## src/gimc_pkg.sv

```systemverilog
package gimc_pkg;
  localparam int CODE_W   = 6;
  localparam int NUM_IN   = 5;
  localparam int DEDIC_IN = 4;
  localparam int POS_W    = 16;
  localparam int ADDR_W   = 8;

  localparam logic [5:0] FN_NONE       = 6'h00;
  localparam logic [5:0] FN_REF_POS    = 6'h3d;
  localparam logic [5:0] FN_LOCK_PM    = 6'h04;
  localparam logic [5:0] FN_UNLOCK_PM  = 6'h3c;
  localparam logic [5:0] FN_LOCK_POS   = 6'h05;
  localparam logic [5:0] FN_UNLOCK_POS = 6'h3b;
  localparam logic [5:0] FN_LOCK_NEG   = 6'h06;
  localparam logic [5:0] FN_UNLOCK_NEG = 6'h3a;
  localparam logic [5:0] FN_OSC_ON     = 6'h08;
  localparam logic [5:0] FN_OSC_OFF    = 6'h38;
  localparam logic [5:0] FN_OFFSET_REM = 6'h09;
  localparam logic [5:0] FN_SPEED_MEAS = 6'h0a;
  localparam logic [5:0] FN_KEY_MANUAL = 6'h0b;
  localparam logic [5:0] FN_KEY_RIGHT  = 6'h0c;
  localparam logic [5:0] FN_KEY_LEFT   = 6'h0d;
  localparam logic [5:0] FN_KEY_AUTO   = 6'h0e;
  localparam logic [5:0] FN_KEY_CENTER = 6'h0f;
  localparam logic [5:0] FN_LATCH_ERR  = 6'h10;

  localparam logic [1:0] GT_PROP   = 2'h0;
  localparam logic [1:0] GT_INTEG  = 2'h1;
  localparam logic [1:0] GT_SLAVE  = 2'h2;
  localparam logic [1:0] GT_THREE  = 2'h3;

  localparam logic [1:0] AA_REPORT = 2'h0;
  localparam logic [1:0] AA_FIXED  = 2'h1;
  localparam logic [1:0] AA_PARAM  = 2'h2;

  localparam logic [3:0] DEV_RIGHT = 4'h1;
  localparam logic [3:0] DEV_LEFT  = 4'h2;

  typedef struct packed {
    logic manual;
    logic right;
    logic left;
    logic autom;
    logic center;
  } gimc_keys_type;

  typedef struct packed {
    logic       valid;
    logic [7:0] addr;
  } gimc_addr_type;

  typedef enum logic [1:0] {
    GIMC_ADDR_WAIT,
    GIMC_ADDR_RUN,
    GIMC_ADDR_DONE
  } gimc_addr_state_type;
endpackage

```

## src/gimc_top.sv

```systemverilog
`timescale 1ns/10ps
// Contract
// - code -4 blocks a direction when low; reference state picks which.
// - remote offset and web speed accepted only on the dedicated input.
// - latch-error input high captures the present web deviation.
// - latch-error falling adds captured correction to the set position; code applies it in the integral type only.
// - series break contacts use code -3 reference and -4 end position.
// - code -6 stops negative, code -5 stops positive motion when low.
// - proportional type outputs a motion speed from position error.
// - integral type outputs a target actuator position.
// - master-slave type makes the slave follow the master exactly.
// - three-level type drives a three-state actuator.
// - sensor addressing runs once after reset on both connectors, again on a swap in setting two.
// - setting zero only reports found addresses, assigns none.
// - fixed setting gives device one right, device two left.
// - fixed setting uses the card's own group for sensors.
// - setting two assigns each connector's parameter address, also on swap.
// - report each connector's sensor address.
module gimc_top #(
  parameter int NUM_IN = 5,
  parameter int POS_W  = 16
) (
  input  wire logic                      i_clk,          // 40 mhz
  input  wire logic                      i_rst,          // sync, high
  input  wire logic [NUM_IN-1:0]         i_din,          // digital inputs
  input  wire logic [NUM_IN*6-1:0]       i_code,         // 6b code each
  input  wire logic [1:0]                i_guider_type,  // guider type
  input  wire logic                      i_operate,      // operate setting
  input  wire logic [1:0]                i_auto_addr,    // addressing mode
  input  wire logic [3:0]                i_card_group,   // own group
  input  wire logic [7:0]                i_right_param,  // right addr param
  input  wire logic [7:0]                i_left_param,   // left addr param
  input  wire gimc_pkg::gimc_addr_type   i_right_found,  // right sensor
  input  wire gimc_pkg::gimc_addr_type   i_left_found,   // left sensor
  input  wire logic signed [POS_W-1:0]   i_web_dev,      // web deviation
  input  wire logic signed [POS_W-1:0]   i_act_pos,      // actuator pos
  input  wire logic signed [POS_W-1:0]   i_set_pos,      // set position
  input  wire logic signed [POS_W-1:0]   i_master_pos,   // master pos
  output logic                           o_block_pos,    // stop + motion
  output logic                           o_block_neg,    // stop - motion
  output logic                           o_osc_on,       // oscillation
  output logic                           o_offset_sel,   // remote offset
  output logic                           o_speed_sel,    // speed measure
  output gimc_pkg::gimc_keys_type        o_keys,         // operator keys
  output logic signed [POS_W-1:0]        o_target,       // position/speed
  output logic                           o_is_speed,     // target is speed
  output logic [1:0]                     o_three_lvl,    // b1 pos, b0 neg
  output logic                           o_hybrid,       // hybrid active
  output logic                           o_addr_wr,      // assign strobe
  output gimc_pkg::gimc_addr_type        o_right_addr,   // right report
  output gimc_pkg::gimc_addr_type        o_left_addr     // left report
);

  function automatic logic [5:0] code_of(input logic [NUM_IN*6-1:0] c,
                                         input int k);
    code_of = c[k*6 +: 6];
  endfunction

  // input stage
  logic                    blk_pos_d, blk_pos_q, blk_neg_d, blk_neg_q;
  logic                    osc_d, osc_q, offs_d, offs_q, spd_d, spd_q;
  gimc_pkg::gimc_keys_type keys_d, keys_q;
  logic                    latch_in, latch_prev_q, ref_q, ref_d;
  logic signed [POS_W-1:0] capt_d, capt_q, corr_d, corr_q;

  always_comb begin
    logic [5:0] c;
    c = 6'h00;
    blk_pos_d = 1'b0;
    blk_neg_d = 1'b0;
    osc_d = osc_q;
    offs_d = 1'b0;
    spd_d = 1'b0;
    keys_d = '0;
    latch_in = 1'b0;
    ref_d = ref_q;
    for (int k = 0; k < NUM_IN; k++) begin
      c = code_of(i_code, k);
      if (c == gimc_pkg::FN_REF_POS) begin
        ref_d = i_din[k];
      end
    end
    for (int k = 0; k < NUM_IN; k++) begin
      c = code_of(i_code, k);
      unique case (c)
        gimc_pkg::FN_UNLOCK_PM: begin
          // ref reached (open) means we sit at the positive end
          if (!i_din[k] && !ref_d) blk_pos_d = 1'b1;
          if (!i_din[k] && ref_d) blk_neg_d = 1'b1;
        end
        gimc_pkg::FN_LOCK_PM: begin
          if (i_din[k] && !ref_d) blk_pos_d = 1'b1;
          if (i_din[k] && ref_d) blk_neg_d = 1'b1;
        end
        gimc_pkg::FN_UNLOCK_POS: if (!i_din[k]) blk_pos_d = 1'b1;
        gimc_pkg::FN_UNLOCK_NEG: if (!i_din[k]) blk_neg_d = 1'b1;
        gimc_pkg::FN_LOCK_POS: if (i_din[k]) blk_pos_d = 1'b1;
        gimc_pkg::FN_LOCK_NEG: if (i_din[k]) blk_neg_d = 1'b1;
        gimc_pkg::FN_OSC_ON: if (i_din[k]) osc_d = 1'b1;
        gimc_pkg::FN_OSC_OFF: if (i_din[k]) osc_d = 1'b0;
        gimc_pkg::FN_OFFSET_REM:
          if (k == gimc_pkg::DEDIC_IN) offs_d = i_din[k];
        gimc_pkg::FN_SPEED_MEAS:
          if (k == gimc_pkg::DEDIC_IN) spd_d = i_din[k];
        gimc_pkg::FN_KEY_MANUAL: keys_d.manual = i_din[k];
        gimc_pkg::FN_KEY_RIGHT: keys_d.right = i_din[k];
        gimc_pkg::FN_KEY_LEFT: keys_d.left = i_din[k];
        gimc_pkg::FN_KEY_AUTO: keys_d.autom = i_din[k];
        gimc_pkg::FN_KEY_CENTER: keys_d.center = i_din[k];
        gimc_pkg::FN_LATCH_ERR: latch_in = i_din[k];
        default: ;
      endcase
    end
    capt_d = latch_in ? i_web_dev : capt_q;
    corr_d = corr_q;
    if (latch_prev_q && !latch_in) begin
      corr_d = POS_W'(corr_q + capt_q);
    end
  end

  always_ff @(posedge i_clk) begin
    if (i_rst) begin
      blk_pos_q <= 1'b0;
      blk_neg_q <= 1'b0;
      osc_q <= 1'b0;
      offs_q <= 1'b0;
      spd_q <= 1'b0;
      keys_q <= '0;
      latch_prev_q <= 1'b0;
      ref_q <= 1'b0;
      capt_q <= '0;
      corr_q <= '0;
    end else begin
      blk_pos_q <= blk_pos_d;
      blk_neg_q <= blk_neg_d;
      osc_q <= osc_d;
      offs_q <= offs_d;
      spd_q <= spd_d;
      keys_q <= keys_d;
      latch_prev_q <= latch_in;
      ref_q <= ref_d;
      capt_q <= capt_d;
      corr_q <= corr_d;
    end
  end

  // guider output
  logic signed [POS_W-1:0] tgt_d, tgt_q;
  logic                    spd_flag_d, spd_flag_q;
  logic [1:0]              three_d, three_q;
  logic signed [POS_W-1:0] err;

  always_comb begin
    err = POS_W'(i_set_pos - i_act_pos);
    tgt_d = '0;
    spd_flag_d = 1'b0;
    three_d = 2'h0;
    unique case (i_guider_type)
      gimc_pkg::GT_PROP: begin
        tgt_d = err;
        spd_flag_d = 1'b1;
      end
      gimc_pkg::GT_INTEG: tgt_d = POS_W'(i_set_pos + corr_q);
      gimc_pkg::GT_SLAVE: tgt_d = i_master_pos;
      gimc_pkg::GT_THREE: begin
        three_d = (err > 0) ? 2'h2 : (err < 0) ? 2'h1 : 2'h0;
        tgt_d = i_set_pos;
      end
    endcase
    // gate with this cycle's locks, so a drive never outlives its lock
    if (three_d[1] && blk_pos_d) three_d[1] = 1'b0;
    if (three_d[0] && blk_neg_d) three_d[0] = 1'b0;
  end

  always_ff @(posedge i_clk) begin
    if (i_rst) begin
      tgt_q <= '0;
      spd_flag_q <= 1'b0;
      three_q <= 2'h0;
    end else begin
      tgt_q <= tgt_d;
      spd_flag_q <= spd_flag_d;
      three_q <= three_d;
    end
  end

  // sensor addressing after reset, again on a swap in parameter mode
  gimc_pkg::gimc_addr_state_type st_d, st_q;
  gimc_pkg::gimc_addr_type       ra_d, ra_q, la_d, la_q;
  logic                          wr_d, wr_q;

  always_comb begin
    st_d = st_q;
    ra_d = ra_q;
    la_d = la_q;
    wr_d = 1'b0;
    unique case (st_q)
      gimc_pkg::GIMC_ADDR_WAIT: st_d = gimc_pkg::GIMC_ADDR_RUN;
      gimc_pkg::GIMC_ADDR_RUN: begin
        st_d = gimc_pkg::GIMC_ADDR_DONE;
        ra_d = i_right_found;
        la_d = i_left_found;
        if (i_auto_addr == gimc_pkg::AA_FIXED) begin
          ra_d = '{valid: i_right_found.valid,
                   addr: {i_card_group, gimc_pkg::DEV_RIGHT}};
          la_d = '{valid: i_left_found.valid,
                   addr: {i_card_group, gimc_pkg::DEV_LEFT}};
          wr_d = 1'b1;
        end else if (i_auto_addr == gimc_pkg::AA_PARAM) begin
          ra_d = '{valid: i_right_found.valid, addr: i_right_param};
          la_d = '{valid: i_left_found.valid, addr: i_left_param};
          wr_d = 1'b1;
        end
      end
      gimc_pkg::GIMC_ADDR_DONE: begin
        // a swapped sensor in parameter mode gets its address again
        if (i_auto_addr == gimc_pkg::AA_PARAM &&
            ((i_right_found.valid && !ra_q.valid) ||
             (i_left_found.valid && !la_q.valid))) begin
          st_d = gimc_pkg::GIMC_ADDR_RUN;
        end else begin
          if (i_auto_addr == gimc_pkg::AA_PARAM) begin
            ra_d.valid = i_right_found.valid;
            la_d.valid = i_left_found.valid;
          end
        end
      end
      default: st_d = gimc_pkg::GIMC_ADDR_WAIT;
    endcase
  end

  always_ff @(posedge i_clk) begin
    if (i_rst) begin
      st_q <= gimc_pkg::GIMC_ADDR_WAIT;
      ra_q <= '0;
      la_q <= '0;
      wr_q <= 1'b0;
    end else begin
      st_q <= st_d;
      ra_q <= ra_d;
      la_q <= la_d;
      wr_q <= wr_d;
    end
  end

  logic hyb_d, hyb_q;
  always_comb hyb_d = i_operate;
  always_ff @(posedge i_clk) begin
    if (i_rst) hyb_q <= 1'b0;
    else hyb_q <= hyb_d;
  end

  assign o_block_pos  = blk_pos_q;
  assign o_block_neg  = blk_neg_q;
  assign o_osc_on     = osc_q;
  assign o_offset_sel = offs_q;
  assign o_speed_sel  = spd_q;
  assign o_keys       = keys_q;
  assign o_target     = tgt_q;
  assign o_is_speed   = spd_flag_q;
  assign o_three_lvl  = three_q;
  assign o_hybrid     = hyb_q;
  assign o_addr_wr    = wr_q;
  assign o_right_addr = ra_q;
  assign o_left_addr  = la_q;

  wr_once_a: assert property (@(posedge i_clk) disable iff (i_rst)
    o_addr_wr |=> !o_addr_wr) else $error("assign strobe too long");
  fixed_dev_a: assert property (@(posedge i_clk) disable iff (i_rst)
    (o_addr_wr && i_auto_addr == gimc_pkg::AA_FIXED && $stable(i_auto_addr))
    |-> o_right_addr.addr[3:0] == gimc_pkg::DEV_RIGHT)
    else $error("right device number wrong");
  report_only_a: assert property (@(posedge i_clk) disable iff (i_rst)
    ($past(i_auto_addr) == gimc_pkg::AA_REPORT) |-> !o_addr_wr)
    else $error("report mode assigned");
  dedic_in_a: assert property (@(posedge i_clk) disable iff (i_rst)
    (!i_rst && code_of(i_code, 0) == gimc_pkg::FN_OFFSET_REM &&
     code_of(i_code, gimc_pkg::DEDIC_IN) != gimc_pkg::FN_OFFSET_REM)
    |=> !o_offset_sel) else $error("offset on wrong input");
  neg_lock_a: assert property (@(posedge i_clk) disable iff (i_rst)
    (!i_rst && code_of(i_code, 0) == gimc_pkg::FN_UNLOCK_NEG && !i_din[0])
    |=> o_block_neg) else $error("negative lock missed");
  pos_lock_a: assert property (@(posedge i_clk) disable iff (i_rst)
    (!i_rst && code_of(i_code, 1) == gimc_pkg::FN_UNLOCK_POS && !i_din[1])
    |=> o_block_pos) else $error("positive lock missed");
  prop_speed_a: assert property (@(posedge i_clk) disable iff (i_rst)
    (!i_rst && i_guider_type == gimc_pkg::GT_PROP)
    |=> o_is_speed && o_target == $past(i_set_pos - i_act_pos))
    else $error("prop output wrong");
  slave_follow_a: assert property (@(posedge i_clk) disable iff (i_rst)
    (!i_rst && i_guider_type == gimc_pkg::GT_SLAVE)
    |=> o_target == $past(i_master_pos))
    else $error("slave not following");
endmodule

```

## config.mk

```make
export PLATFORM = sky130hd
export DESIGN_NAME = gimc_top
export DESIGN_NICKNAME = d
export VERILOG_FILES = /design/src/gimc_pkg.sv /design/src/gimc_top.sv
export SDC_FILE = /design/constraint.sdc
export NUM_CORES = 1
export LEC_CHECK = 0
export BUFFER_PORTS_ARGS = -buffer_cell sky130_fd_sc_hd__buf_2
export CAP_MARGIN = 0
export CORE_UTILIZATION = 28
export CTS_BUF_LIST = sky130_fd_sc_hd__clkbuf_16
export CTS_CLUSTER_SIZE = 10
export DETAILED_ROUTE_END_ITERATION = 10
export GPL_ROUTABILITY_DRIVEN = 0
export PLACE_DENSITY_LB_ADDON = 0.05
export SLEW_MARGIN = 5
export SYNTH_ARGS = -nofsm -noshare
export SYNTH_HDL_FRONTEND = slang
export SYNTH_SLANG_ARGS = --single-unit
export TNS_END_PERCENT = 5
```

## constraint.sdc

```tcl
create_clock -name i_clk -period 3.75 [get_ports i_clk]
set_clock_uncertainty 0.2 [all_clocks]
set_input_delay 0.375 -clock i_clk [delete_from_list [all_inputs] [get_ports i_clk]]
set_output_delay 0.375 -clock i_clk [all_outputs]
set_load 0.02 [all_outputs]
```

==> results of run 1 <==
## layout make-up
class / instances / area share, %
multi-input combinational: 662 / 57.28
clock inverter: 7 / 0.6971
inverter: 42 / 1.909
antenna: 1 / 0.03031
timing repair buffer: 195 / 11.91
clock buffer: 9 / 2.728
sequential: 85 / 20.61
tap: 319 / 4.834
## through the flow
stage          instance area, um2  setup WS [ns]  power (mW)  cells
4_1_cts                      8254         0.5810       2.534   1319
6_report                     8257         0.5957       2.482   1320
5_1_grt                      8254         0.1723       2.645   1319
3_3_place_gp                 7971         0.4442       1.631   1303
3_5_place_dp                 7971         0.4062       1.624   1303
2_1_floorplan                6718         0.7081       1.391    820
## path summary, 6_finish.rpt
| check | start | to | slack [ns] | cells after the start |
|---|---|---|---|---|
| worst max register to register | corr_q[1] | corr_q[15] | 0.60 | 9 |
| worst min-delay path | i_operate | o_hybrid | 0.03 | 2 |
| worst max-delay path | corr_q[1] | corr_q[15] | 0.60 | 9 |
| worst min register to register | o_left_addr[7] | o_left_addr[7] | 0.26 | 2 |
## flip-flops by register name, summed over array words and instances (netlist names), 2 cells and up
name	flops
o_left_addr	9
capt_q	16
o_right_addr	9
o_three_lvl	2
st_q	2
o_keys	5
corr_q	16
o_target	16
## where the power goes
part | switching, mW | internal, mW
clock network | 0.426 | 0.459
logic | 0.365 | 0.262
registers | 0.0208 | 0.949
## layer usage
metal,wire length (um),share of wire (%)
met5,13,0.062
met4,314,1.5
met3,1080,5.2
met2,10130,49
met1,9294,45
## cell usage after synthesis (11+ instances only)
cell type | count | share of area (%)
sky130_fd_sc_hd__a211oi_1 | 17 | 1.9
sky130_fd_sc_hd__a21o_1 | 14 | 1.6
sky130_fd_sc_hd__a21oi_1 | 50 | 3.7
sky130_fd_sc_hd__and2_1 | 13 | 1.2
sky130_fd_sc_hd__clkbuf_1 | 21 | 1.2
sky130_fd_sc_hd__dfxtp_1 | 85 | 25
sky130_fd_sc_hd__ha_1 | 47 | 8.8
sky130_fd_sc_hd__inv_1 | 41 | 2.3
sky130_fd_sc_hd__mux2_2 | 16 | 2.7
sky130_fd_sc_hd__mux2i_1 | 37 | 5.5
sky130_fd_sc_hd__nand2_1 | 50 | 2.8
sky130_fd_sc_hd__nand2b_1 | 14 | 1.3
sky130_fd_sc_hd__nand3_1 | 30 | 2.2
sky130_fd_sc_hd__nand4_1 | 11 | 1.0
sky130_fd_sc_hd__nor2_1 | 94 | 5.3
sky130_fd_sc_hd__nor2b_1 | 15 | 1.4
sky130_fd_sc_hd__nor3_1 | 33 | 2.5
sky130_fd_sc_hd__o211ai_1 | 12 | 1.3
sky130_fd_sc_hd__o21a_1 | 11 | 1.2
sky130_fd_sc_hd__o21ai_0 | 23 | 1.7
sky130_fd_sc_hd__xnor2_1 | 21 | 2.7
sky130_fd_sc_hd__xor2_1 | 11 | 1.4
## logic make-up (layout without fill, tap and decap cells)
group	count (synthesis)	in the layout	share of synthesized area, %
xor+xnor	32	32	4.172
compound gates	206	206	21.14
fa+ha+maj	50	50	9.648
simple gates	310	310	23.67
flops	85	85	25.33
mux	64	64	11.77
other cells	0	1	0
buf+inv	73	253	4.265
## worst max-delay path, stage by stage (launching register included)
cell                       delay, ns
sky130_fd_sc_hd__dfxtp_1        0.43
sky130_fd_sc_hd__ha_1           0.28
sky130_fd_sc_hd__a211oi_1       0.35
sky130_fd_sc_hd__o21ai_1        0.19
sky130_fd_sc_hd__a211oi_1       0.34
sky130_fd_sc_hd__nor4_1         0.13
sky130_fd_sc_hd__o31ai_1        0.31
sky130_fd_sc_hd__a21boi_0       0.18
sky130_fd_sc_hd__or4b_1         0.52
sky130_fd_sc_hd__a21oi_1        0.15
==> run metrics, run 1 <==
final cell utilization of the core 35.18%; DRC marker count from the first detailed-route iteration approximately 250; clock-pin transition on the worst setup and hold timing paths 0.07 ns; Post-Syn Nets slightly above 1k; routed via count around 6.5k; sequential cell area fraction in the yosys report between 20 and 30%; clock buffer count from CTS 9; Multi-input gate area between 4000 and 5000 um2; remaining global-route overflow 0; total leakage power between 3 and 4 nW; storage element area around 1700 um2; hold bufs inserted after CTS 0; Row Count 56; classification of the worst setup path reg2reg; number of global-route vias before repair 6,440; met3 routing resource usage after global routing under 10%; Die Height approximately 160 um; number of warning messages in the yosys log 0; TritonCTS clock tree done; fin. max-slew vios 0; wire length of the first global-routing pass roughly 33,000 um; remaining antenna violation count 0; normalized max-slew margin roughly 41%; data required time of the worst path around 3.8 ns; chip width ~160 um; full die area ~25,000 um2; number of synthesized register bits 85; setup_tns 0 ns; commonest cells after routing, fill and taps aside sky130_fd_sc_hd__buf_2, sky130_fd_sc_hd__nor2_1, sky130_fd_sc_hd__dfxtp_1; final setup violating endpoints 0; setup repair after global routing missed its margin no; met2 Track Usage GR a little under a third; count of maximum capacitance violations 0; detailed placer's ending HPWL roughly 17,000 um; final WL between 20,000 and 25,000 um; highest net fanout along the worst path 5; worst slack on hold paths between 0.02 and 0.03 ns; first-pass detailed-route iteration total 4; buffer depth of the longest clock path 2; peak supply drop between 0.00015 and 0.0002 V; ratio of final minimum period to clock period 84.12%; fillers between 2k and 3k; number of remaining DRC errors 0; Critical Path Start Type register; CP arrival 3.23 ns; mean instance size in the synthesized netlist 8.192 um2; IO Port Bufs 192; average wire per cell in the routed design 15.78 um; hold violation count in the final report 0; top flip-flop cell by instance count after synthesis sky130_fd_sc_hd__dfxtp_1; share of layout cells above drive strength 1 25.00%; worst hold-check path type in2reg; Initial Util between 20 and 30%; met1 Track Usage GR approximately a fifth; fin nets around 1.2k; total core area about 23,000 um2; routing layer with the top usage in global route met2; total I/O pin count 193; Max Freq 317.0 MHz; Min Clock Period, post-route between 3 and 4 ns; share of synthesized flip-flops with an asynchronous set or reset 0%; gr usage total approximately 17%; Post CTS Setup Buffer Count 0; maximum number of pins on one net before global-route repair 68; cell area after synthesis between 6000 and 7000 um2; commonest non-fill, non-tap cell in the layout sky130_fd_sc_hd__buf_2; number of distinct library cell variants in the gate-level netlist after synthesis 76; transition time at the pin with the least slew margin around 0.9 ns; Clock Sinks 85; power per unit of standard cell area 300.6 nW/um2; H-tree Lvls 3; status finished clean; Via density around 5.0; area added between synthesis and finish 22.91%; number of cells upsized or downsized after cts 0; Root Buffer sky130_fd_sc_hd__clkbuf_16; clock latency of the later-clocked register in the worst-skew pair about 0.35 ns; number of enable-type register cells in the synthesized netlist 0; Worst Setup End Kind register; number of antenna violations at the first check in global routing 2; number of standard cells after synthesis just over 800
Note: power is estimated with default switching activity, not from simulation.
==> run 2: changes to the inputs <==
==> constraint.sdc (replaced) <==
create_clock -name i_clk -period 2.9 [get_ports i_clk]
set_clock_uncertainty 0.2 [all_clocks]
set_input_delay 0.29 -clock i_clk [delete_from_list [all_inputs] [get_ports i_clk]]
set_output_delay 0.29 -clock i_clk [all_outputs]
set_load 0.02 [all_outputs]
==> run 2 against run 1 <==
Total power up 40%. Via count up 3.5%. Clock-buffer cell count unchanged. Critical path depth up 1. Wire length up 2.5%. Cell area up 8.9%. Utilization up 3.1 points. Critical path type unchanged. Largest cell class unchanged.
==> run metrics, run 2 (synthesized netlist as in run 1, its figures left out) <==
Via density 4.885 (-1.5%); worst hold-check path type in2reg; sink of the worst hold path o_left_addr[1]; buffer depth of the longest clock path 2 (unchanged); Worst Hold Launch i_left_found[1]; startpoint of the worst setup timing path corr_q[1]; first-pass detailed-route iteration total 5 (+1); clock latency of the later-clocked register in the worst-skew pair 0.35 ns (about the same); area added between synthesis and finish 33.81%; commonest non-fill, non-tap cell in the layout sky130_fd_sc_hd__buf_2; wire length of the first global-routing pass 34,070 um (+1.8%); count of maximum capacitance violations 0 (unchanged); TritonCTS clock tree done; Initial Util 28.62% (unchanged); fin. max-slew vios 0 (unchanged); transition time at the pin with the least slew margin 0.8276 ns (-0.05275 ns); number of remaining DRC errors 0 (unchanged); remaining antenna violation count 0 (unchanged); normalized max-slew margin 44.83% (+3.6 points); Worst Setup End Kind register; Clock Sinks 85 (unchanged); standard cell area after detailed placement 8344 um2 (+4.7%); CP arrival 2.86 ns (-0.37 ns); final WL 21,360 um (+2.5%); total leakage power 3.990 nW (+10%); maximum number of pins on one net before global-route repair 67 (-1.5%); H-tree Lvls 3 (unchanged); setup slack on the worst flop-to-flop path 0.1 ns (-0.50 ns); setup repair after global routing missed its margin yes; Max Freq 356.5 MHz (+12%); chip width 156.9 um (unchanged); remaining global-route overflow 0 (unchanged); fillers 2,543 (-0.43%); commonest cells after routing, fill and taps aside sky130_fd_sc_hd__buf_2, sky130_fd_sc_hd__nor2_1, sky130_fd_sc_hd__dfxtp_1; final setup violating endpoints 0 (unchanged); status finished clean; number of global-route vias before repair 6,687 (+3.8%); Min Clock Period, post-route 2.805 ns (-0.3495 ns); total core area 23,470 um2 (unchanged); average wire per cell in the routed design 15.40 um (-2.5%); worst r2r path cells 10 (+1); Root Buffer sky130_fd_sc_hd__clkbuf_16; clock-pin transition on the worst setup and hold timing paths 0.07 ns (about the same); gr usage total 17.69% (+0.33 points); fin worst setup slack 0.09516 ns (-0.5005 ns); Die Height 156.9 um (unchanged); Critical Path Start Type register; Critical R2R Launch corr_q[1]; R2R Path End o_target[11]; number of antenna violations at the first check in global routing 2 (unchanged); fin nets 1,256 (+5.6%); routed via count 6,776 (+3.5%); Row Count 56 (unchanged); classification of the worst setup path reg2reg; share of layout cells above drive strength 1 30.08% (+5.1 points); DRC marker count from the first detailed-route iteration 227 (-8.1%); post-route cell area 8989 um2 (+8.9%); Pwr Total 3.471 mW (+40%); data required time of the worst path 2.95 ns (-0.87 ns); Placement Setup Slack -0.3462 ns (-0.7523 ns); ratio of final minimum period to clock period 96.72% (+13 points); clock buffer count from CTS 9 (unchanged); peak supply drop 0.0002611 V (+65%); hold violation count in the final report 0 (unchanged); power per unit of standard cell area 386.1 nW/um2 (+28%); worst hold path cell count 3 (+1); setup_tns 0 ns (unchanged); total I/O pin count 193 (unchanged); full die area 24,610 um2 (unchanged); IO Port Bufs 192 (unchanged); highest net fanout along the worst path 4 (-1); detailed placer's ending HPWL 16,900 um (+2.2%)
==> run 2: layout make-up <==
type                            count  area, um2  area share, %
Tap cell                          319      399.1          4.440
Clock buffer                        9      225.2          2.506
Sequential cell                    85       1703          18.94
Antenna cell                        1      2.502        0.02784
Timing Repair Buffer              262       1544          17.18
Inverter                           42      157.7          1.754
Multi-Input combinational cell    662       4855          54.01
Clock inverter                      7      102.6          1.141
==> run 2: worst max-delay path by stage <==
| stage | slack (ns) | to | cells past startpoint |
|---|---|---|---|
| after floorplan | 0.003 | o_target[10] | 10 |
| after global routing | -0.03 | o_target[10] | 10 |
| after CTS | -0.04 | o_target[10] | 10 |
| final | 0.1 | o_target[11] | 10 |
| after detailed placement | -0.35 | o_three_lvl[1] | 12 |
| after global placement | -0.21 | o_three_lvl[1] | 12 |
==> run 2: repair_timing <==
item	4_1_cts	5_1_grt
setup buffers	0	1
endpoints found under the hold margin	18	0
resized for setup	8	20
pin swaps	2	11
hold buffers	18	0
setup endpoints to repair	6	9
==> run 2: routing by layer <==
metal  GRT usage [%]  routed length (um)
met2           31.28               10620
met1           21.43                9376
met3           4.185                1104
met5               0                  11
met4           4.248                 246
==> run 2: where the power goes <==
group / internal [mW] / leakage (nW) / switching, mW
registers: 1.23 / 0.694 / 0.0280
logic: 0.400 / 3.13 / 0.495
clock network: 0.770 / 0.163 / 0.551
==> run 2: worst max-delay path, cell delays in order (launching register included) <==
cell                       delay (ns)
sky130_fd_sc_hd__dfxtp_2         0.34
sky130_fd_sc_hd__buf_12          0.13
sky130_fd_sc_hd__ha_4            0.20
sky130_fd_sc_hd__a211o_1         0.33
sky130_fd_sc_hd__a211oi_2        0.31
sky130_fd_sc_hd__o21ai_2         0.09
sky130_fd_sc_hd__o22a_1          0.21
sky130_fd_sc_hd__a31oi_2         0.20
sky130_fd_sc_hd__xnor2_1         0.08
sky130_fd_sc_hd__mux4_2          0.45
sky130_fd_sc_hd__and2_1          0.16
==> run 2: stage by stage <==
| step | hold WS, ns | util (%) | std cells |
|---|---|---|---|
| floorplan | 0.2182 | - | 820 |
| finish | 0.04337 | 38.29 | 1387 |
| detailed placement | 0.2494 | 35.55 | 1351 |
| global route | 0.04987 | 38.28 | 1386 |
| global placement | 0.2404 | 35.55 | 1351 |
| CTS | 0.03217 | 37.86 | 1385 |
